### src/common/spi_cs_pkg.sv
`default_nettype none
package spi_cs_pkg;
   // word, divider and buffer shape
   localparam int WORD_W     = 8;
   localparam int DIV_W      = 8;
   localparam int FIFO_DEPTH = 8;
   localparam int BITS_W     = $clog2(WORD_W + 1);
   // the one mode this port supports: half-cycle delay, idle-low clock
   localparam logic [1:0] STOP_MODE_HALF   = 2'h3;
   localparam logic       CLK_POL_IDLE_LOW = 1'h0;
   localparam logic       FRAME_POL_LOW    = 1'h1;
   localparam logic       SRC_INTERNAL     = 1'h1;
   localparam logic [7:0] SLAVE_DIV        = 8'h01;
   // system clocks per internal sample-rate period (S = 2P)
   localparam int SYS_PER_S = 2;
   // synchroniser bit positions
   localparam int PIN_N    = 5;
   localparam int PIN_SCLK = 4;
   localparam int PIN_TX_FRAME = 3;
   localparam int PIN_RX_FRAME = 2;
   localparam int PIN_DIN  = 1;
   localparam int PIN_EXT  = 0;
   // idle pin levels: clock low, both active-low frame pins high
   localparam logic [PIN_N-1:0] PIN_IDLE = 5'h0C;

   typedef enum logic [2:0] {
      ST_IDLE,
      ST_LEAD_H,
      ST_LEAD_L,
      ST_HIGH,
      ST_LOW,
      ST_TRAIL,
      ST_SLAVE
   } phase_t;

   typedef struct packed {
      logic [1:0]       clock_stop_mode;
      logic             tx_clock_polarity;
      logic             tx_frame_polarity;
      logic             rx_frame_polarity;
      logic             tx_clock_dir;
      logic             tx_frame_dir;
      logic             rx_clock_dir;
      logic             rx_frame_dir;
      logic             srg_clock_source_sel;
      logic [DIV_W-1:0] clock_divide_value;
   } cfg_t;
endpackage : spi_cs_pkg
`default_nettype wire

### src/spi_clock_stop_port.sv
`timescale 1ns/1ps
`default_nettype none

// small synchronous fifo; ready on the fill side is a flop
module stream_fifo
   import spi_cs_pkg::*;
#(
   parameter int W     = 8,
   parameter int DEPTH = 8
) (
   input  wire logic         clk,
   input  wire logic         rst_b,
   input  wire logic         in_valid,
   output logic             in_ready,
   input  wire logic [W-1:0] in_data,
   output logic             out_valid,
   input  wire logic         out_ready,
   output logic [W-1:0]     out_data
);
   localparam int PW = $clog2(DEPTH);
   localparam int CW = $clog2(DEPTH + 1);

   typedef struct packed {
      logic [PW-1:0] wr;
      logic [PW-1:0] rd;
      logic [CW-1:0] count;
      logic          ready;
   } fifo_state_t;

   fifo_state_t q;
   fifo_state_t d;
   logic [W-1:0] mem [DEPTH];
   logic         push;
   logic         pop;

   assign push      = in_valid & q.ready;
   assign pop       = out_ready & out_valid;
   assign out_valid = (q.count != '0);
   assign out_data  = mem[q.rd];
   assign in_ready  = q.ready;

   // pointers wrap naturally, so depth must be a power of two
   always_comb begin
      d = q;
      if (push) begin
         d.wr = q.wr + PW'(1);
      end
      if (pop) begin
         d.rd = q.rd + PW'(1);
      end
      if (push & ~pop) begin
         d.count = q.count + CW'(1);
      end else if (pop & ~push) begin
         d.count = q.count - CW'(1);
      end
      d.ready = (d.count != CW'(DEPTH));
   end

   always_ff @(posedge clk or negedge rst_b) begin
      if (!rst_b) begin
         q       <= '0;
         q.ready <= 1'b1;
      end else begin
         q <= d;
      end
   end

   // storage needs no reset; count guards reads
   always_ff @(posedge clk) begin
      if (push) begin
         mem[q.wr] <= in_data;
      end
   end
endmodule : stream_fifo

// Contract
// - internal source gives S of two system clocks, else external clock period.
// - serial clock period equals divider plus one times S.
// - high phase is div/2+1 S when even, (div+1)/2 S when odd or zero.
// - low phase is div/2 S when even, (div+1)/2 S when odd or zero.
// - master drives clock and frame; receive direction bits stay zero.
// - slave needs internal source and divider one, giving half-CPU sample clock.
// - master with frame polarity one drives an active-low select.
// - slave inverts the active-low select on both frame pins before use.
// - master lowers select before the rising edge that starts the transfer.
// - master asserts select one full clock period before first rising edge.
// - master holds select one low phase after final falling edge.
// - transmit data changes after falling serial clock edges.
// - receive data is sampled on rising serial clock edges.
// - master presents first bit one high phase after select goes low.
// - data output released at the falling edge ending the last bit.
module spi_clock_stop_port
   import spi_cs_pkg::*;
#(
   parameter int FIFO_W = WORD_W,
   parameter int FIFO_D = FIFO_DEPTH
) (
   input  wire logic              CLK_SYS,
   input  wire logic              RST_B,
   input  wire cfg_t              CFG,
   input  wire logic [WORD_W-1:0] TX_DATA,
   input  wire logic              TX_VALID,
   output logic                  TX_READY,
   output logic [WORD_W-1:0]     RX_DATA,
   output logic                  RX_VALID,
   input  wire logic              SERIAL_CLOCK_PIN_I,
   output logic                  SERIAL_CLOCK_PIN_O,
   output logic                  SERIAL_CLOCK_PIN_OE_B,
   input  wire logic              TX_FRAME_SELECT_PIN_I,
   output logic                  TX_FRAME_SELECT_PIN_O,
   output logic                  TX_FRAME_SELECT_PIN_OE_B,
   input  wire logic              RX_FRAME_PIN_I,
   output logic                  SERIAL_DATA_OUT_O,
   output logic                  SERIAL_DATA_OUT_OE_B,
   input  wire logic              SERIAL_DATA_IN,
   input  wire logic              SRG_EXT_CLK_IN,
   output logic                  CONFIG_OK,
   output logic                  BUSY
);
   localparam int SW = $clog2(SYS_PER_S);

   typedef struct packed {
      logic [PIN_N-1:0]  sync1;
      logic [PIN_N-1:0]  sync2;
      logic [PIN_N-1:0]  sync3;
      logic [PIN_N-1:0]  stable;
      logic [SW-1:0]     s_cnt;
      phase_t            phase;
      logic [DIV_W:0]    cnt;
      logic [BITS_W-1:0] bits;
      logic [BITS_W-1:0] rx_cnt;
      logic [WORD_W-1:0] tx_sh;
      logic [WORD_W-1:0] rx_sh;
      logic              sel;
      logic              sclk_o;
      logic              sclk_oe_b;
      logic              fs_o;
      logic              fs_oe_b;
      logic              dout;
      logic              dout_oe_b;
      logic [WORD_W-1:0] rx_data;
      logic              rx_valid;
      logic              cfg_ok;
      logic              busy;
   } port_state_t;

   port_state_t       q;
   port_state_t       n;
   logic              f_valid;
   logic [WORD_W-1:0] f_data;
   logic              pop;

   stream_fifo #(
      .W     (FIFO_W),
      .DEPTH (FIFO_D)
   ) u_tx_fifo (
      .clk       (CLK_SYS),
      .rst_b     (RST_B),
      .in_valid  (TX_VALID),
      .in_ready  (TX_READY),
      .in_data   (TX_DATA),
      .out_valid (f_valid),
      .out_ready (pop),
      .out_data  (f_data)
   );

   // next-state logic of the whole port
   always_comb begin
      logic             s_tick;
      logic             hs_tick;
      logic             expire;
      logic             master;
      logic             ok_mode;
      logic             tx_act;
      logic             rx_act;
      logic             rise;
      logic             fall;
      logic             samp;
      logic             shift;
      logic             load;
      logic [DIV_W:0]   h2;
      logic [DIV_W:0]   l2;
      logic [PIN_N-1:0] upd;
      logic [WORD_W-1:0] rx_next;
      s_tick  = 1'b0;
      hs_tick = 1'b0;
      expire  = 1'b0;
      master  = 1'b0;
      ok_mode = 1'b0;
      tx_act  = 1'b0;
      rx_act  = 1'b0;
      rise    = 1'b0;
      fall    = 1'b0;
      samp    = 1'b0;
      shift   = 1'b0;
      load    = 1'b0;
      h2      = '0;
      l2      = '0;
      upd     = '0;
      rx_next = '0;
      n       = q;
      pop     = 1'b0;
      n.rx_valid = 1'b0;

      // three-stage synchronisers; a change counts when stages two and three agree
      n.sync1 = {SERIAL_CLOCK_PIN_I, TX_FRAME_SELECT_PIN_I, RX_FRAME_PIN_I,
                 SERIAL_DATA_IN, SRG_EXT_CLK_IN};
      n.sync2 = q.sync1;
      n.sync3 = q.sync2;

      // internal sample-rate tick, one per two system clocks
      s_tick  = (q.s_cnt == SW'(SYS_PER_S - 1));
      n.s_cnt = s_tick ? '0 : q.s_cnt + SW'(1);

      // slave clock and frame pins adopted only on the internal sample tick
      upd = ~(q.sync2 ^ q.sync3);
      upd[PIN_SCLK] = upd[PIN_SCLK] & s_tick;
      upd[PIN_TX_FRAME] = upd[PIN_TX_FRAME] & s_tick;
      upd[PIN_RX_FRAME] = upd[PIN_RX_FRAME] & s_tick;
      n.stable = (q.stable & ~upd) | (q.sync3 & upd);

      // half-S tick: every system clock, or each external clock edge
      if (CFG.srg_clock_source_sel == SRC_INTERNAL) begin
         hs_tick = 1'b1;
      end else begin
         hs_tick = n.stable[PIN_EXT] ^ q.stable[PIN_EXT];
      end

      // phase lengths in half-S units; they add to 2*(1+div)
      if ((CFG.clock_divide_value != '0) && !CFG.clock_divide_value[0]) begin
         h2 = {1'b0, CFG.clock_divide_value} + (DIV_W+1)'(2);
         l2 = {1'b0, CFG.clock_divide_value};
      end else begin
         h2 = {1'b0, CFG.clock_divide_value} + (DIV_W+1)'(1);
         l2 = {1'b0, CFG.clock_divide_value} + (DIV_W+1)'(1);
      end

      // only the idle-low, half-delay mode is legal; frame polarity is not checked
      master  = CFG.tx_clock_dir & CFG.tx_frame_dir;
      ok_mode = (CFG.clock_stop_mode == STOP_MODE_HALF)
              & (CFG.tx_clock_polarity == CLK_POL_IDLE_LOW)
              & ~CFG.rx_clock_dir & ~CFG.rx_frame_dir;
      if (!master) begin
         ok_mode = ok_mode & ~CFG.tx_clock_dir & ~CFG.tx_frame_dir
                 & (CFG.srg_clock_source_sel == SRC_INTERNAL)
                 & (CFG.clock_divide_value == SLAVE_DIV);
      end
      n.cfg_ok = ok_mode;

      // slave view of the link after inversion of the frame pins
      tx_act = n.stable[PIN_TX_FRAME] ^ CFG.tx_frame_polarity;
      rx_act = n.stable[PIN_RX_FRAME] ^ CFG.rx_frame_polarity;
      rise   = n.stable[PIN_SCLK] & ~q.stable[PIN_SCLK];
      fall   = ~n.stable[PIN_SCLK] & q.stable[PIN_SCLK];

      // phase countdown in half-S steps
      expire = hs_tick & (q.cnt == (DIV_W+1)'(1));
      if (hs_tick) begin
         n.cnt = q.cnt - (DIV_W+1)'(1);
      end

      if (!q.cfg_ok) begin
         // illegal setup: park everything, pins released
         n.phase  = ST_IDLE;
         n.sel    = 1'b0;
         n.sclk_o = CLK_POL_IDLE_LOW;
         n.dout   = 1'b0;
         n.dout_oe_b = 1'b1;
         n.rx_cnt = '0;
      end else begin
         case (q.phase)
            ST_IDLE: begin
               if (master && f_valid) begin
                  pop     = 1'b1;
                  n.tx_sh = f_data;
                  n.sel   = 1'b1;
                  n.cnt   = h2;
                  n.rx_cnt = '0;
                  n.phase = ST_LEAD_H;
               end else if (!master && tx_act) begin
                  load    = 1'b1;
                  n.rx_cnt = '0;
                  n.phase = ST_SLAVE;
               end
            end
            ST_LEAD_H: begin
               if (expire) begin
                  n.dout      = q.tx_sh[WORD_W-1];
                  n.dout_oe_b = 1'b0;
                  n.bits      = BITS_W'(WORD_W);
                  n.cnt       = l2;
                  n.phase     = ST_LEAD_L;
               end
            end
            ST_LEAD_L: begin
               if (expire) begin
                  n.sclk_o = 1'b1;
                  samp     = 1'b1;
                  n.cnt    = h2;
                  n.phase  = ST_HIGH;
               end
            end
            ST_HIGH: begin
               if (expire) begin
                  n.sclk_o = 1'b0;
                  shift    = 1'b1;
                  n.cnt    = l2;
                  n.phase  = (q.bits == BITS_W'(1)) ? ST_TRAIL : ST_LOW;
               end
            end
            ST_LOW: begin
               if (expire) begin
                  n.sclk_o = 1'b1;
                  samp     = 1'b1;
                  n.cnt    = h2;
                  n.phase  = ST_HIGH;
               end
            end
            ST_TRAIL: begin
               if (expire) begin
                  n.sel   = 1'b0;
                  n.phase = ST_IDLE;
               end
            end
            ST_SLAVE: begin
               if (!tx_act) begin
                  n.dout      = 1'b0;
                  n.dout_oe_b = 1'b1;
                  n.bits      = '0;
                  n.phase     = ST_IDLE;
               end else begin
                  samp  = rise & rx_act;
                  shift = fall & (q.bits != '0);
               end
            end
            default: begin
               n.phase = ST_IDLE;
            end
         endcase
      end

      // slave word load; an empty buffer sends zeros
      if (load) begin
         pop         = f_valid;
         n.tx_sh     = f_valid ? f_data : '0;
         n.dout      = f_valid & f_data[WORD_W-1];
         n.dout_oe_b = 1'b0;
         n.bits      = BITS_W'(WORD_W);
      end

      // next bit goes out after a falling edge; release after the last
      if (shift) begin
         if (q.bits == BITS_W'(1)) begin
            n.dout      = 1'b0;
            n.dout_oe_b = 1'b1;
            n.bits      = '0;
         end else begin
            n.tx_sh = {q.tx_sh[WORD_W-2:0], 1'b0};
            n.dout  = q.tx_sh[WORD_W-2];
            n.bits  = q.bits - BITS_W'(1);
         end
      end

      // capture on the rising edge, msb first
      if (samp) begin
         rx_next = {q.rx_sh[WORD_W-2:0], q.stable[PIN_DIN]};
         n.rx_sh = rx_next;
         if (q.rx_cnt == BITS_W'(WORD_W - 1)) begin
            n.rx_cnt   = '0;
            n.rx_data  = rx_next;
            n.rx_valid = 1'b1;
         end else begin
            n.rx_cnt = q.rx_cnt + BITS_W'(1);
         end
      end

      // pin drivers; enables are low while driving
      n.sclk_oe_b = ~(n.cfg_ok & master & CFG.tx_clock_dir);
      n.fs_oe_b   = ~(n.cfg_ok & master & CFG.tx_frame_dir);
      n.fs_o      = n.sel ^ CFG.tx_frame_polarity;
      n.busy      = (n.phase != ST_IDLE);
   end

   // single state register; reset leaves all pins released
   always_ff @(posedge CLK_SYS or negedge RST_B) begin
      if (!RST_B) begin
         q           <= '0;
         q.phase     <= ST_IDLE;
         // pins start at idle levels, else a slave sees a false select
         q.sync1     <= PIN_IDLE;
         q.sync2     <= PIN_IDLE;
         q.sync3     <= PIN_IDLE;
         q.stable    <= PIN_IDLE;
         q.sclk_oe_b <= 1'b1;
         q.fs_o      <= 1'b1;
         q.fs_oe_b   <= 1'b1;
         q.dout_oe_b <= 1'b1;
      end else begin
         q <= n;
      end
   end

   assign SERIAL_CLOCK_PIN_O       = q.sclk_o;
   assign SERIAL_CLOCK_PIN_OE_B    = q.sclk_oe_b;
   assign TX_FRAME_SELECT_PIN_O    = q.fs_o;
   assign TX_FRAME_SELECT_PIN_OE_B = q.fs_oe_b;
   assign SERIAL_DATA_OUT_O        = q.dout;
   assign SERIAL_DATA_OUT_OE_B     = q.dout_oe_b;
   assign RX_DATA                  = q.rx_data;
   assign RX_VALID                 = q.rx_valid;
   assign CONFIG_OK                = q.cfg_ok;
   assign BUSY                     = q.busy;
endmodule : spi_clock_stop_port
`default_nettype wire

### config.mk
export PLATFORM = sky130hd
export DESIGN_NAME = spi_clock_stop_port
export DESIGN_NICKNAME = d
export VERILOG_FILES = /design/src/common/spi_cs_pkg.sv /design/src/spi_clock_stop_port.sv
export SDC_FILE = /design/constraint.sdc
export NUM_CORES = 1
export LEC_CHECK = 0
export BUFFER_PORTS_ARGS = -buffer_cell sky130_fd_sc_hd__buf_2
export CAP_MARGIN = 20
export CORE_UTILIZATION = 40
export CTS_CLUSTER_SIZE = 40
export DETAILED_ROUTE_END_ITERATION = 10
export HOLD_SLACK_MARGIN = 0.03
export SETUP_SLACK_MARGIN = 0.5
export SYNTH_ARGS = -nofsm -noshare
export SYNTH_HDL_FRONTEND = slang
export SYNTH_HIERARCHICAL = 1
export SYNTH_SLANG_ARGS = --single-unit
### constraint.sdc
create_clock -name CLK_SYS -period 3.3 [get_ports CLK_SYS]
set_input_delay 0.66 -clock CLK_SYS [delete_from_list [all_inputs] [get_ports CLK_SYS]]
set_output_delay 0.66 -clock CLK_SYS [all_outputs]
set_load 0.01 [all_outputs]
## Yosys cells after proc, flatten, opt, wreduce, memory -nomap -nowiden

Memory sizes are Yosys's and may differ from the RTL's.
Index checks and enable logic that the tools add are counted.

| word-level totals | value |
|---|---|
| ROM bits | 0 |
| bits of input ports | 34 |
| memories kept | 1 |
| latch bits | 0 |
| memory bits (writable) | 64 |
| register bits after elaboration | 85 |
| word-level logic and storage cells | 194 |

Memories:

| memory | words | bits a word | read ports | clocked after Yosys merged registers in | wr ports | line | source |
|---|---|---|---|---|---|---|---|
| u_tx_fifo.mem | 8 | 8 | 1 | 0 | 1 | spi_clock_stop_port.sv:32 | `logic [W-1:0] mem [DEPTH];` |

| cells by class | value |
|---|---|
| equality and inequality tests | 22 |
| div/mod/pow operators | 0 |
| $mul | 0 |
| $lt $le $gt $ge | 0 |
| shift operators | 0 |
| reduce and logical (&&, ||, !) cells | 18 |
| bitwise logic cells | 45 |
| multiplexer cells | 72 |
| $add $sub $neg | 10 |

Operator list:

| kind | number |
|---|---|
| 8-bit two-way mux | 6 |
| 4-bit two-way mux | 11 |
| 12-bit two-way mux | 3 |
| 9-bit two-way mux | 4 |
| 9-bit case mux with 4 select lines | 1 |
| 1-bit two-way mux | 27 |
| 1-bit bitwise AND | 24 |
| 3-bit case mux with 6 select lines | 1 |
| 16-bit two-way mux | 1 |
| 3-bit two-way mux | 5 |
| 13-bit two-way mux | 1 |
| 2-bit two-way mux | 6 |
| 4-bit != test, second input constant | 3 |
| 4-bit nonzero test | 3 |
| 1-bit NOT | 11 |
| 5-bit bitwise AND | 2 |
| 5-bit != test, second input constant | 2 |
| 5-bit NOT | 2 |
| 8-bit by 1-bit adder with 9-bit output, second input constant | 1 |
| 8-bit by 2-bit adder with 9-bit output, second input constant | 1 |
| 3-bit equality test, second input constant | 3 |
| 9-bit by 1-bit equality test with 1-bit output, second input constant | 1 |
| 9-bit by 1-bit subtractor with 9-bit output, second input constant | 1 |
| 4-bit by 1-bit adder with 4-bit output, second input constant | 2 |
| other kinds (29) | 45 |

## Logic depth before layout (Yosys ltp)

Gate-level depths: netlist of the first run.

| depth | value |
|---|---|
| depth after elaboration | 18 |
| gate-level depth with buffers | 10 |

## Modules after synthesis

Netlist of the first run, hierarchy kept.

By module, submodules not included:

| module | area an instance (sq um) | seq. area each (sq um) | cells an instance | instances |
|---|---|---|---|---|
| spi_clock_stop_port | 3986.3 | 1866.8 | 414 | 1 |
| stream_fifo | 3179.3 | 2198.4 | 170 | 1 |

## Least setup slack after synthesis of the first run

OpenSTA, ideal clock, no wires.

| path | value |
|---|---|
| path type | register to register |
| start | reg u_tx_fifo/q[2] in the netlist's numbering |
| end | reg u_tx_fifo.q, in the netlist u_tx_fifo/in_ready |
| stages on the path, launching flop included | 11 |
| clock period less this slack | 2.422 ns |
| library setup time | 0.091 ns |
| arrival time | 2.330 ns |
| data required time | 3.209 ns |
| slack | 0.878 ns |
| buffers on the path | 1 |
| path through | dfrtp_1 -> inv_1 -> ha_1 -> nor3b_2 -> inv_1 -> nand3_1 -> a21oi_1 -> clkbuf_1 -> a21oi_1 -> o211a_1 -> nand4bb_1 |

RTL lines:

| element | line | source |
|---|---|---|
| start: declaration | spi_clock_stop_port.sv:30 | `fifo_state_t q;` |

## Final worst setup path of the first run

| path | value |
|---|---|
| start | reg q[52] in the netlist's numbering |
| end | reg q, in the netlist RX_DATA[5] |

| between the ends | value |
|---|---|
| word-level cells in the longest chain between the ends | 5 |
| elaborated cells on any way between the ends | 7 |
| those cells by class | eq/ne (3); mux (2); reduce/logical (2) |

Ends and longest elaborated chain:

| element | line | source |
|---|---|---|
| start: declaration | spi_clock_stop_port.sv:147 | `port_state_t q;` |
| start signal: assignment | spi_clock_stop_port.sv:399 | `q <= n;` |
| 3-bit equality test or 3-bit by 2-bit equality test with 1-bit output (tied branches) | spi_clock_stop_port.sv:271 | `case (q.phase)` |
| 2-bit OR reduction (no line) | n/a |  |
| 1-bit case mux with 2 select lines * | spi_clock_stop_port.sv:271 |  |
| 1-bit two-way mux * | spi_clock_stop_port.sv:262 | `if (!q.cfg_ok) begin` |
| 2-bit AND reduction (no line) * | n/a |  |

Mark *: on every way between the ends. The rest lies on a longest branch, timed or not.
A chain may end at the register's enable or synchronous reset.

==> flow_metrics.py, run 1 <==
metrics = {
    "outcome": {
        "status": "finished clean",
    },
    "layout": {
        "fin_area_um2": 8210,
        "final_cells": 874,
        "nNetsFinal": 683,
        "fillerInstances": 1558,
        "areaGrowthSynthToFinish_pct": 14.6,
        "antenna_cells": 0,
        "drive_gt1_frac": 0.227,
    },
    "critical_path": {
        "rr_startpoint": "q[52]",
        "worst-path-buf-inv": 0,
        "cp.required_ns": 3.60,
        "cp-end-kind": "register",
        "worst-path-stages": 6,
        "crit_path_start": "q[52]",
        "slowest_delay_ns": 0.62,
        "slowest_stage": "dfrtp_1",
        "worst-r2r-cell-count": 6,
        "crit_path_frequent_cell": "nand2_1",
        "crit_chain": "nand2_1 -> nor2_1 -> nand2_1 -> o32a_1 -> nor2_4 -> mux2_2",
        "critPathKind": "register to register",
        "cp-start-kind": "register",
        "cp_max_fo": 12,
        "crit_arrival_ns": 2.92,
        "cp_top_family": "simple AND/OR/NAND/NOR gates",
    },
    "sta": {
        "max_clock_freq_ghz": 0.382,
        "hold-worst-slack_ns": 0.251,
        "worst_slew_pin_slew_ns": 0.738,
        "hold_violations": 0,
        "rsz0062_at_grt": "no",
        "relSlewSlack": 0.508,
        "skew_ns": 0.0152,
        "finalSetupTns_ns": 0,
        "maxSlewViolCount": 0,
        "setup_viol": 0,
        "layout_min_cycle_time_ns": 2.62,
        "fin_crit_sh": 0.794,
    },
    "routing": {
        "postRouteAntennaNets": 0,
        "via_per_inst": 5.62,
        "dr.first_iter.drc_count": 284,
        "drc": 0,
        "drt-total-wl_mm": 15.1,
        "first_pass_iters": 5,
        "wl_per_cell_um": 17.3,
        "vias": 4911,
    },
    "logic_synthesis": {
        "netlist-cell-type-count": 77,
        "synth_fp_nets": 631,
        "ys.flop_type": "dfrtp_1",
        "syn_inst": 584,
        "ys_warn_count": 6,
        "synth_edf_count": 64,
        "synth_area_leader_cell": "edfxtp_1",
        "synth.cell_area_um2": 7170,
        "syn_avg_cell_area_um2": 12.3,
        "async_flop_share": 0.570,
        "synth_top_area_frac": 0.268,
        "seq_area_frac_synth": 0.567,
        "synth-seq-cells": 149,
        "ys_top_cells_by_area": "edfxtp_1, dfrtp_1, mux4_1",
    },
    "placed_design": {
        "dp_hpwl_mm": 10.4,
        "portBuffers": 51,
        "dp.cells": 842,
        "gp_congestion": 0.820,
        "placed_area_um2": 7640,
    },
    "clocking": {
        "ctsHoldBuffers": 0,
        "postCtsSetupBuffers": 0,
        "tritoncts": "done",
        "numClockSinks": 149,
        "cts_buffer_depth": 2,
        "cts_buffers": 17,
        "clk_latency_ns": 0.43,
        "clkTransAtPathRegs_ns": 0.06,
        "htree_levels": 4,
        "ctsResizeCount": 0,
        "clock-root-buffer": "clkbuf_16",
    },
    "die": {
        "die_x_um": 136,
        "die_h_um": 136,
        "start_util": 0.411,
        "core_area_um2": 17400,
        "ios": 52,
        "placementRows": 48,
        "die_area_um2": 18500,
    },
    "global_routing": {
        "grt_max_degree": 86,
        "antenna_found_initial": 0,
        "grtUsageTotal": 0.179,
        "overflow": 0,
        "grt_pass1_wl_mm": 25.1,
        "first_global_vias": 4998,
    },
    "run": {
        "drv_cap": 0,
    },
    "worst_hold_path": {
        "min_path_type": "input pin to asynchronous set/reset pin",
    },
    "pwr": {
        "p_leak_nw": 3.22,
        "fin_total_pwr_w": 0.00518,
        "power_density_nw_per_um2": 631,
        "irDropWorstVdd_uv": 416,
    },
}
-- worst register-to-register path, stage by stage, from the launching register on --
cell     delay [ns]
dfrtp_1        0.62
nand2_1        0.23
nor2_1         0.33
nand2_1        0.12
o32a_1         0.54
nor2_4         0.28
mux2_2         0.38
-- synth_stat cells (all sizes together) (5+ instances only) --
library cell	n
dfrtp	72
edfxtp	64
nand2	52
nand3	33
o21ai	32
nor2	29
a21oi	25
buf	22
inv	22
mux2	17
mux4	16
nor3	16
clkbuf	13
dfstp	13
ha	13
xnor2	12
a22oi	10
nor4	9
a31oi	8
nand4	7
and2	6
nand2b	6
nand3b	6
a21o	5
or3	5
xor2	5
-- power by group --
part	switching (W)	internal, W
Sequential	0.000213	0.00221
Combinational	0.000486	0.000430
Clock	0.000845	0.00100
Total	0.00154	0.00364
-- stage by stage --
step / worst slack (ns) / util
after floorplan: 0.878 / -
after global placement: 0.720 / 0.439
after detailed placement: 0.577 / 0.439
after CTS: 0.570 / 0.471
after global routing: 0.522 / 0.472
final: 0.681 / 0.472
-- final timing paths --
kind | endpoint | slack (ns)
worst max-delay path | RX_DATA[5] | 0.68
worst min-delay path | n[60] | 0.25
worst max register to register | RX_DATA[5] | 0.68
worst min register to register | n[64] | 0.35
max in group asynchronous | TX_FRAME_SELECT_PIN_OE_B | 2.64
min in group CLK_SYS | n[67] | 0.32
-- final cells by class --
| type | instances | area [um2] | share of cell area |
|---|---|---|---|
| sequential | 149 | 4070 | 0.495 |
| multi-input combinational | 378 | 2820 | 0.344 |
| clock buffer | 18 | 429 | 0.0522 |
| tap | 225 | 282 | 0.0343 |
| timing repair buffer | 68 | 398 | 0.0484 |
| inverter | 22 | 82.6 | 0.0101 |
| clock inverter | 14 | 134 | 0.0163 |
-- sequential cells by signal (all words and copies together), names as in the netlist, named ones only --
name	count
n	10
u_tx_fifo/mem	64
u_tx_fifo/q	10
RX_VALID	1
u_tx_fifo/in_ready	1
CONFIG_OK	1
RX_DATA	8
SERIAL_CLOCK_PIN_OE_B	1
BUSY	1
SERIAL_CLOCK_PIN_O	1
SERIAL_DATA_OUT_OE_B	1
TX_FRAME_SELECT_PIN_OE_B	1
SERIAL_DATA_OUT_O	1
TX_FRAME_SELECT_PIN_O	1
q	46
-- logic make-up after synthesis --
| logic type | after synthesis | synth area share |
|---|---|---|
| xor+xnor | 17 | 0.0218 |
| flops | 149 | 0.567 |
| simple gates | 188 | 0.139 |
| compound gates | 121 | 0.115 |
| mux | 37 | 0.0910 |
| buf+inv | 57 | 0.0402 |
| fa+ha+maj | 15 | 0.0255 |
-- placed cells by master (no fill, tap or decap), types with 4 or more instances in the layout --
cell type | synthesis | final
a21o_1 | 5 | 5
mux2_2 | 17 | 17
xor2_1 | 4 | 4
clkbuf_16 | 0 | 17
buf_2 | 10 | 50
nor4_1 | 8 | 8
nor3_1 | 15 | 15
a31oi_1 | 8 | 8
o22ai_1 | 4 | 4
dfstp_2 | 13 | 13
a21oi_1 | 25 | 25
nand3_1 | 33 | 33
edfxtp_1 | 64 | 64
or4_1 | 4 | 4
buf_4 | 8 | 17
nor2_1 | 28 | 28
nand4_1 | 7 | 7
xnor2_1 | 12 | 12
or3_1 | 4 | 4
inv_6 | 0 | 7
mux4_1 | 16 | 16
nand3b_1 | 6 | 6
o31ai_1 | 4 | 4
nand2b_1 | 6 | 6
dfrtp_1 | 72 | 72
a22oi_1 | 9 | 8
and2_1 | 5 | 5
nand2_1 | 51 | 51
mux2i_1 | 4 | 4
o21ai_0 | 31 | 31
ha_1 | 13 | 13
inv_1 | 22 | 22
-- routing by layer --
metal / share of wire / GRT usage
met3: 0.041 / 0.0444
met2: 0.51 / 0.307
met4: 0.017 / 0.0618
met5: 0 / 0
met1: 0.43 / 0.218
Power figures use the tool's default switching activity.
==> run 2: changes to the inputs <==
==> constraint.sdc (replaced) <==
create_clock -name CLK_SYS -period 2.5 [get_ports CLK_SYS]
set_input_delay 0.5 -clock CLK_SYS [delete_from_list [all_inputs] [get_ports CLK_SYS]]
set_output_delay 0.5 -clock CLK_SYS [all_outputs]
set_load 0.01 [all_outputs]
==> run 2 against run 1 <==
Net effect:
- die area stayed put
- sequential power is 32% higher
- utilization is 5.2 points higher
- maximum frequency is 13% higher
- clock power is 40% higher
- register-to-register slack worse by 0.50 ns
- largest cell class unchanged
- combinational power is 74% higher
- non-clock buffer count is 50 higher
- clock-buffer cell count is 1 lower
- flip-flop and latch count stayed put
- final area is 11% higher
- worst hold slack worse by 0.083 ns
==> flow_metrics.py, run 2 (same netlist as run 1, synthesis figures left out) <==
metrics = {
    "critical_path": {
        "timing.rr.end": "RX_DATA[3]",
        "rr_startpoint": "q[43]",
        "crit_path_start": "q[43]",
        "cp-end-kind": "register",
        "worst-r2r-cell-count": 9,
        "crit_arrival_ns": 2.62,
        "cp.required_ns": 2.81,
        "critPathKind": "register to register",
        "cp_max_fo": 8,
        "r2r_slack_ns": 0.18,
        "crit_path_end": "RX_DATA[3]",
        "cp-start-kind": "register",
    },
    "run": {
        "drv_cap": 0,
    },
    "layout": {
        "nNetsFinal": 733,
        "layout_commonest_cell": "dfrtp_1",
        "reg.largest.list": "u_tx_fifo/mem: 64 flops, q: 46 flops",
        "largest_reg_flops": 64,
        "largest-register": "u_tx_fifo/mem",
        "final_cell_mix": "dfrtp_1, edfxtp_1, buf_2",
        "areaGrowthSynthToFinish_pct": 27.2,
        "multi_input_area_um2": 3220,
        "fillerInstances": 1457,
        "ff_latch_area_um2": 4070,
        "antenna_cells": 0,
        "drive_gt1_frac": 0.363,
    },
    "global_routing": {
        "grtUsageTotal": 0.190,
        "grt_max_degree": 67,
        "antenna_found_initial": 0,
        "overflow": 0,
        "grt_pass1_wl_mm": 26.5,
        "first_global_vias": 5137,
    },
    "sta": {
        "max_clock_freq_ghz": 0.431,
        "fin_crit_sh": 0.928,
        "worst_slew_pin_slew_ns": 0.850,
        "hold_violations": 0,
        "maxSlewViolCount": 0,
        "finalSetupTns_ns": 0,
        "final.setup.worst_slack_ns": 0.180,
        "layout_min_cycle_time_ns": 2.32,
        "relSlewSlack": 0.433,
        "setup_viol": 0,
        "rsz0062_at_grt": "yes",
        "skew_ns": 0.00674,
    },
    "routing": {
        "drc": 0,
        "via_per_inst": 5.56,
        "vias": 5142,
        "drt-total-wl_mm": 16.9,
        "postRouteAntennaNets": 0,
        "dr.first_iter.drc_count": 305,
        "first_pass_iters": 5,
        "wl_per_cell_um": 18.3,
    },
    "die": {
        "start_util": 0.411,
        "placementRows": 48,
        "core_area_um2": 17400,
        "die_h_um": 136,
        "ios": 52,
        "die_area_um2": 18500,
        "die_x_um": 136,
    },
    "clocking": {
        "tritoncts": "done",
        "htree_levels": 4,
        "clk_latency_ns": 0.42,
        "cts_buffers": 17,
        "clkTransAtPathRegs_ns": 0.07,
        "ctsHoldBuffers": 0,
        "clock-root-buffer": "clkbuf_16",
        "cts_buffer_depth": 2,
        "numClockSinks": 149,
    },
    "pwr": {
        "power_density_nw_per_um2": 810,
        "p_leak_nw": 3.58,
        "irDropWorstVdd_uv": 656,
    },
    "worst_hold_path": {
        "min_path_type": "input pin to register",
    },
    "placed_design": {
        "dp_slack_ns": 0.0454,
        "portBuffers": 51,
        "dp_hpwl_mm": 10.8,
        "gp_congestion": 0.913,
    },
    "outcome": {
        "status": "finished clean",
    },
}
[run 2: final cells by class]
cell class / count / area share
Clock buffer: 17 / 0.0467
Clock inverter: 15 / 0.0195
Inverter: 22 / 0.00934
Multi-Input combinational cell: 378 / 0.353
Sequential cell: 149 / 0.447
Tap cell: 225 / 0.0309
Timing Repair Buffer: 118 / 0.0941
[run 2: timing repair]
item	CTS	global route
pin swaps	21	27
gates resized for setup	39	65
setup endpoints to repair	54	67
setup buffers	24	8
cloned	1	0
[run 2: where the power goes]
part | internal, W | switching (W) | total, W
sequential | 0.00291 | 0.000292 | 0.00320
clock | 0.00144 | 0.00115 | 0.00259
combinational | 0.000763 | 0.000827 | 0.00159
[run 2: per-stage QoR]
step / utilization / power (W) / hold WS [ns] / cells / area (um2)
2_1_floorplan: - / 0.00409 / 0.204 / 584 / 7220
3_3_place_gp: 0.448 / 0.00448 / 0.336 / 859 / 7800
3_5_place_dp: 0.448 / 0.00452 / 0.341 / 859 / 7800
4_1_cts: 0.503 / 0.00726 / 0.149 / 916 / 8760
5_1_grt: 0.523 / 0.00773 / 0.143 / 924 / 9110
6_report: 0.523 / 0.00738 / 0.168 / 924 / 9110
[run 2: worst min-delay path by stage]
stage,cells past startpoint,slack [ns],from,endpoint
after detailed placement,0,0.34,n[69],n[64]
after floorplan,0,0.20,RST_B,BUSY
after global placement,0,0.34,n[66],n[61]
after global routing,1,0.14,RX_FRAME_PIN_I,n[67]
final,1,0.17,RX_FRAME_PIN_I,n[67]
after CTS,1,0.15,RX_FRAME_PIN_I,n[67]
[run 2: critical path, cell delays in order, from the launching register on]
cell and delay [ns]:
dfrtp_1 0.40, inv_2 0.09, ha_4 0.12, nor4b_4 0.24
nand2_2 0.12, or3_4 0.38, o32a_1 0.27, nor2_4 0.14
buf_12 0.14, mux2_4 0.30
[run 2: layer usage]
metal | GRT usage | up-vias | part of all wire
met2 | 0.330 | 150 | 0.52
met3 | 0.0440 | 25 | 0.049
met4 | 0.0674 | 0 | 0.015
li1 | - | 2401 | -
met5 | 0 | - | 0
met1 | 0.230 | 2566 | 0.41
==> run 3: changes to the inputs <==
--- a/config.mk
+++ b/config.mk
@@ -5,12 +5,17 @@
 export SDC_FILE = /design/constraint.sdc
 export NUM_CORES = 1
 export LEC_CHECK = 0
+export ABC_AREA = 1
+export ABC_CLOCK_PERIOD_IN_PS = 2500
 export BUFFER_PORTS_ARGS = -buffer_cell sky130_fd_sc_hd__buf_2
 export CAP_MARGIN = 20
+export CELL_PAD_IN_SITES_DETAIL_PLACEMENT = 1
+export CELL_PAD_IN_SITES_GLOBAL_PLACEMENT = 1
 export CORE_UTILIZATION = 40
 export CTS_CLUSTER_SIZE = 40
 export DETAILED_ROUTE_END_ITERATION = 10
 export HOLD_SLACK_MARGIN = 0.03
+export PLACE_DENSITY_LB_ADDON = 0.1
 export SETUP_SLACK_MARGIN = 0.5
 export SYNTH_ARGS = -nofsm -noshare
 export SYNTH_HDL_FRONTEND = slang
==> run 3 against run 2 <==
Net effect:
- combinational power is 12% higher
- critical path type is now register to output port
- utilization down 2.8 points
- highest routed layer unchanged
- maximum frequency up 17%
- the run now ends with DRC left
- power is 2.2% higher
==> flow_metrics.py, run 3 <==
metrics = {
    "critical_path": {
        "worst-r2r-cell-count": 13,
        "crit_path_end": "CONFIG_OK",
        "cp_max_fo": 15,
        "crit_path_start": "CONFIG_OK",
        "cp-start-kind": "register",
        "r2r_slack_ns": 0.53,
        "cp.required_ns": 2.00,
        "crit_chain": "buf_4 -> buf_2",
        "critPathKind": "register to output port",
        "rr_startpoint": "n[63]",
        "crit_arrival_ns": 1.49,
        "slowest_delay_ns": 0.54,
        "cp-end-kind": "output port",
        "timing.rr.end": "u_tx_fifo/in_ready",
        "slowest_stage": "dfrtp_2",
    },
    "logic_synthesis": {
        "synth_commonest_cells": "nand2_1, nor2_1, dfrtp_1",
        "synth_top_area_frac": 0.256,
        "ys_warn_count": 6,
        "seq_area_frac_synth": 0.541,
        "ys.flop_type": "dfrtp_1",
        "synth.cell_area_um2": 7510,
        "netlist-cell-type-count": 43,
        "ys_top_cells_by_area": "edfxtp_1, dfrtp_1, nand2_1",
        "syn_inst": 834,
        "syn_avg_cell_area_um2": 9.01,
        "async_flop_share": 0.570,
        "post-synth-top-count-cell": "nand2_1",
        "synth_fp_nets": 881,
        "synth-seq-cells": 149,
        "synth_area_leader_cell": "edfxtp_1",
        "synth_edf_count": 64,
    },
    "layout": {
        "final_cells": 1162,
        "fin_area_um2": 9010,
        "largest_reg_flops": 64,
        "layout_commonest_cell": "nand2_1",
        "areaGrowthSynthToFinish_pct": 20.0,
        "multi_input_area_um2": 3130,
        "antenna_cells": 0,
        "nNetsFinal": 967,
        "largest-register": "u_tx_fifo/mem",
        "drive_gt1_frac": 0.242,
        "ff_latch_area_um2": 4070,
        "fillerInstances": 2116,
        "final_cell_mix": "nand2_1, nor2_1, dfrtp_1",
        "reg.largest.list": "u_tx_fifo/mem: 64 flops, q: 46 flops",
    },
    "outcome": {
        "status": "complete, but fails checks",
        "failed_checks": "DRC",
    },
    "pwr": {
        "p_int_w": 0.00496,
        "power_density_nw_per_um2": 837,
        "comb_power_share": 0.236,
        "irDropWorstVdd_uv": 513,
        "pwr-share-seq": 0.414,
        "p_sw_frac": 0.343,
        "pwr-share-clk": 0.350,
        "p_leak_nw": 4.19,
        "p_switching_w": 0.00259,
    },
    "placed_design": {
        "dp_slack_ns": 0.382,
        "dp_hpwl_mm": 13.5,
        "placed_area_um2": 8040,
        "gp_congestion": 0.890,
        "portBuffers": 51,
        "dp.cells": 1106,
    },
    "routing": {
        "postRouteAntennaNets": 0,
        "via_per_inst": 5.15,
        "first_pass_iters": 7,
        "vias": 5985,
        "drc": 2,
        "dr.first_iter.drc_count": 242,
        "drt-total-wl_mm": 19.1,
        "wl_per_cell_um": 16.4,
    },
    "die": {
        "placementRows": 49,
        "die_x_um": 139,
        "die_area_um2": 19300,
        "start_util": 0.413,
        "ios": 52,
        "die_h_um": 139,
        "core_area_um2": 18200,
    },
    "run": {
        "drv_cap": 0,
    },
    "sta": {
        "rsz0062_at_grt": "yes",
        "maxSlewViolCount": 0,
        "finalSetupTns_ns": 0,
        "max_clock_freq_ghz": 0.503,
        "skew_ns": 0.0150,
        "relSlewSlack": 0.560,
        "hold_violations": 0,
        "setup_viol": 0,
        "layout_min_cycle_time_ns": 1.99,
        "final.setup.worst_slack_ns": 0.513,
        "worst_slew_pin_slew_ns": 0.658,
        "fin_crit_sh": 0.795,
    },
    "clocking": {
        "clk_latency_ns": 0.44,
        "clock-root-buffer": "clkbuf_16",
        "htree_levels": 4,
        "tritoncts": "done",
        "clkTransAtPathRegs_ns": 0.08,
        "cts_buffer_depth": 2,
        "numClockSinks": 149,
        "cts_buffers": 17,
    },
    "global_routing": {
        "overflow": 0,
        "grt_max_degree": 43,
        "grt_pass1_wl_mm": 32.0,
        "antenna_found_initial": 0,
        "grtUsageTotal": 0.211,
        "first_global_vias": 6348,
    },
    "worst_hold_path": {
        "min_path_type": "input pin to register",
    },
}
-- run 3: critical path, delay by kind of cell (launching register included) --
family                 cells  cell delay [ns]
flip-flops                 1             0.54
buffers and inverters      2             0.52
-- run 3: worst min path at each step --
| stage | slack, ns | from | cells past startpoint | end |
|---|---|---|---|---|
| finish | 0.15 | RX_FRAME_PIN_I | 1 | n[67] |
| global placement | 0.33 | n[65] | 0 | n[60] |
| global route | 0.14 | RX_FRAME_PIN_I | 1 | n[67] |
| floorplan | 0.20 | RST_B | 0 | BUSY |
| detailed placement | 0.34 | n[66] | 0 | n[61] |
| CTS | 0.13 | RX_FRAME_PIN_I | 1 | n[67] |
-- run 3: power by group through the flow --
stage	Combinational, W	Clock, W	Sequential, W
after floorplan	0.00117	0	0.00313
after global placement	0.00157	0	0.00316
after detailed placement	0.00166	0	0.00317
after CTS	0.00171	0.00269	0.00312
after global routing	0.00203	0.00279	0.00317
final	0.00178	0.00264	0.00313
-- run 3: what timing repair did --
| action | in CTS | in global routing |
|---|---|---|
| endpoints found under the hold margin | 10 | 0 |
| endpoints found under the setup margin | 30 | 45 |
| pin swaps | 9 | 16 |
| setup buffers | 9 | 12 |
| hold buffers | 1 | 0 |
| resized for setup | 12 | 30 |
| gates cloned | 0 | 2 |
-- run 3: layout make-up --
cell class | count | area share
clock buffers | 17 | 0.0472
inverters | 69 | 0.0325
flip-flops and latches | 149 | 0.452
multi-input cells | 590 | 0.347
well taps | 229 | 0.0318
repair buffers | 91 | 0.0668
clock inverters | 15 | 0.0221
repair inverters | 2 | 0.00111
-- run 3: per-stage QoR --
| step | hold slack (ns) | power [W] | utilization |
|---|---|---|---|
| global route | 0.139 | 0.00799 | 0.495 |
| detailed placement | 0.337 | 0.00483 | 0.442 |
| floorplan | 0.204 | 0.00430 | - |
| CTS | 0.132 | 0.00752 | 0.482 |
| global placement | 0.332 | 0.00473 | 0.442 |
| finish | 0.151 | 0.00754 | 0.495 |
-- run 3: kinds of logic (layout without fill, tap and decap cells) --
logic type                 Yosys count  count (layout)  synth area share
and+or+nand+nor                    461             461             0.286
DFF                                149             149             0.541
AOI/OAI and AO/OA                  100             100            0.0718
buffers and inverters               95             194            0.0609
xor gates and xnor gates            15              15            0.0175
adders and majority gates           14              14            0.0230
-- run 3: per-layer routing --
layer | routed length [um] | vias up | track usage
met5 | 0 | - | 0
met1 | 8230 | 2999 | 0.247
li1 | - | 2912 | -
met2 | 10200 | 55 | 0.389
met3 | 370 | 19 | 0.0394
met4 | 299 | 0 | 0.0626
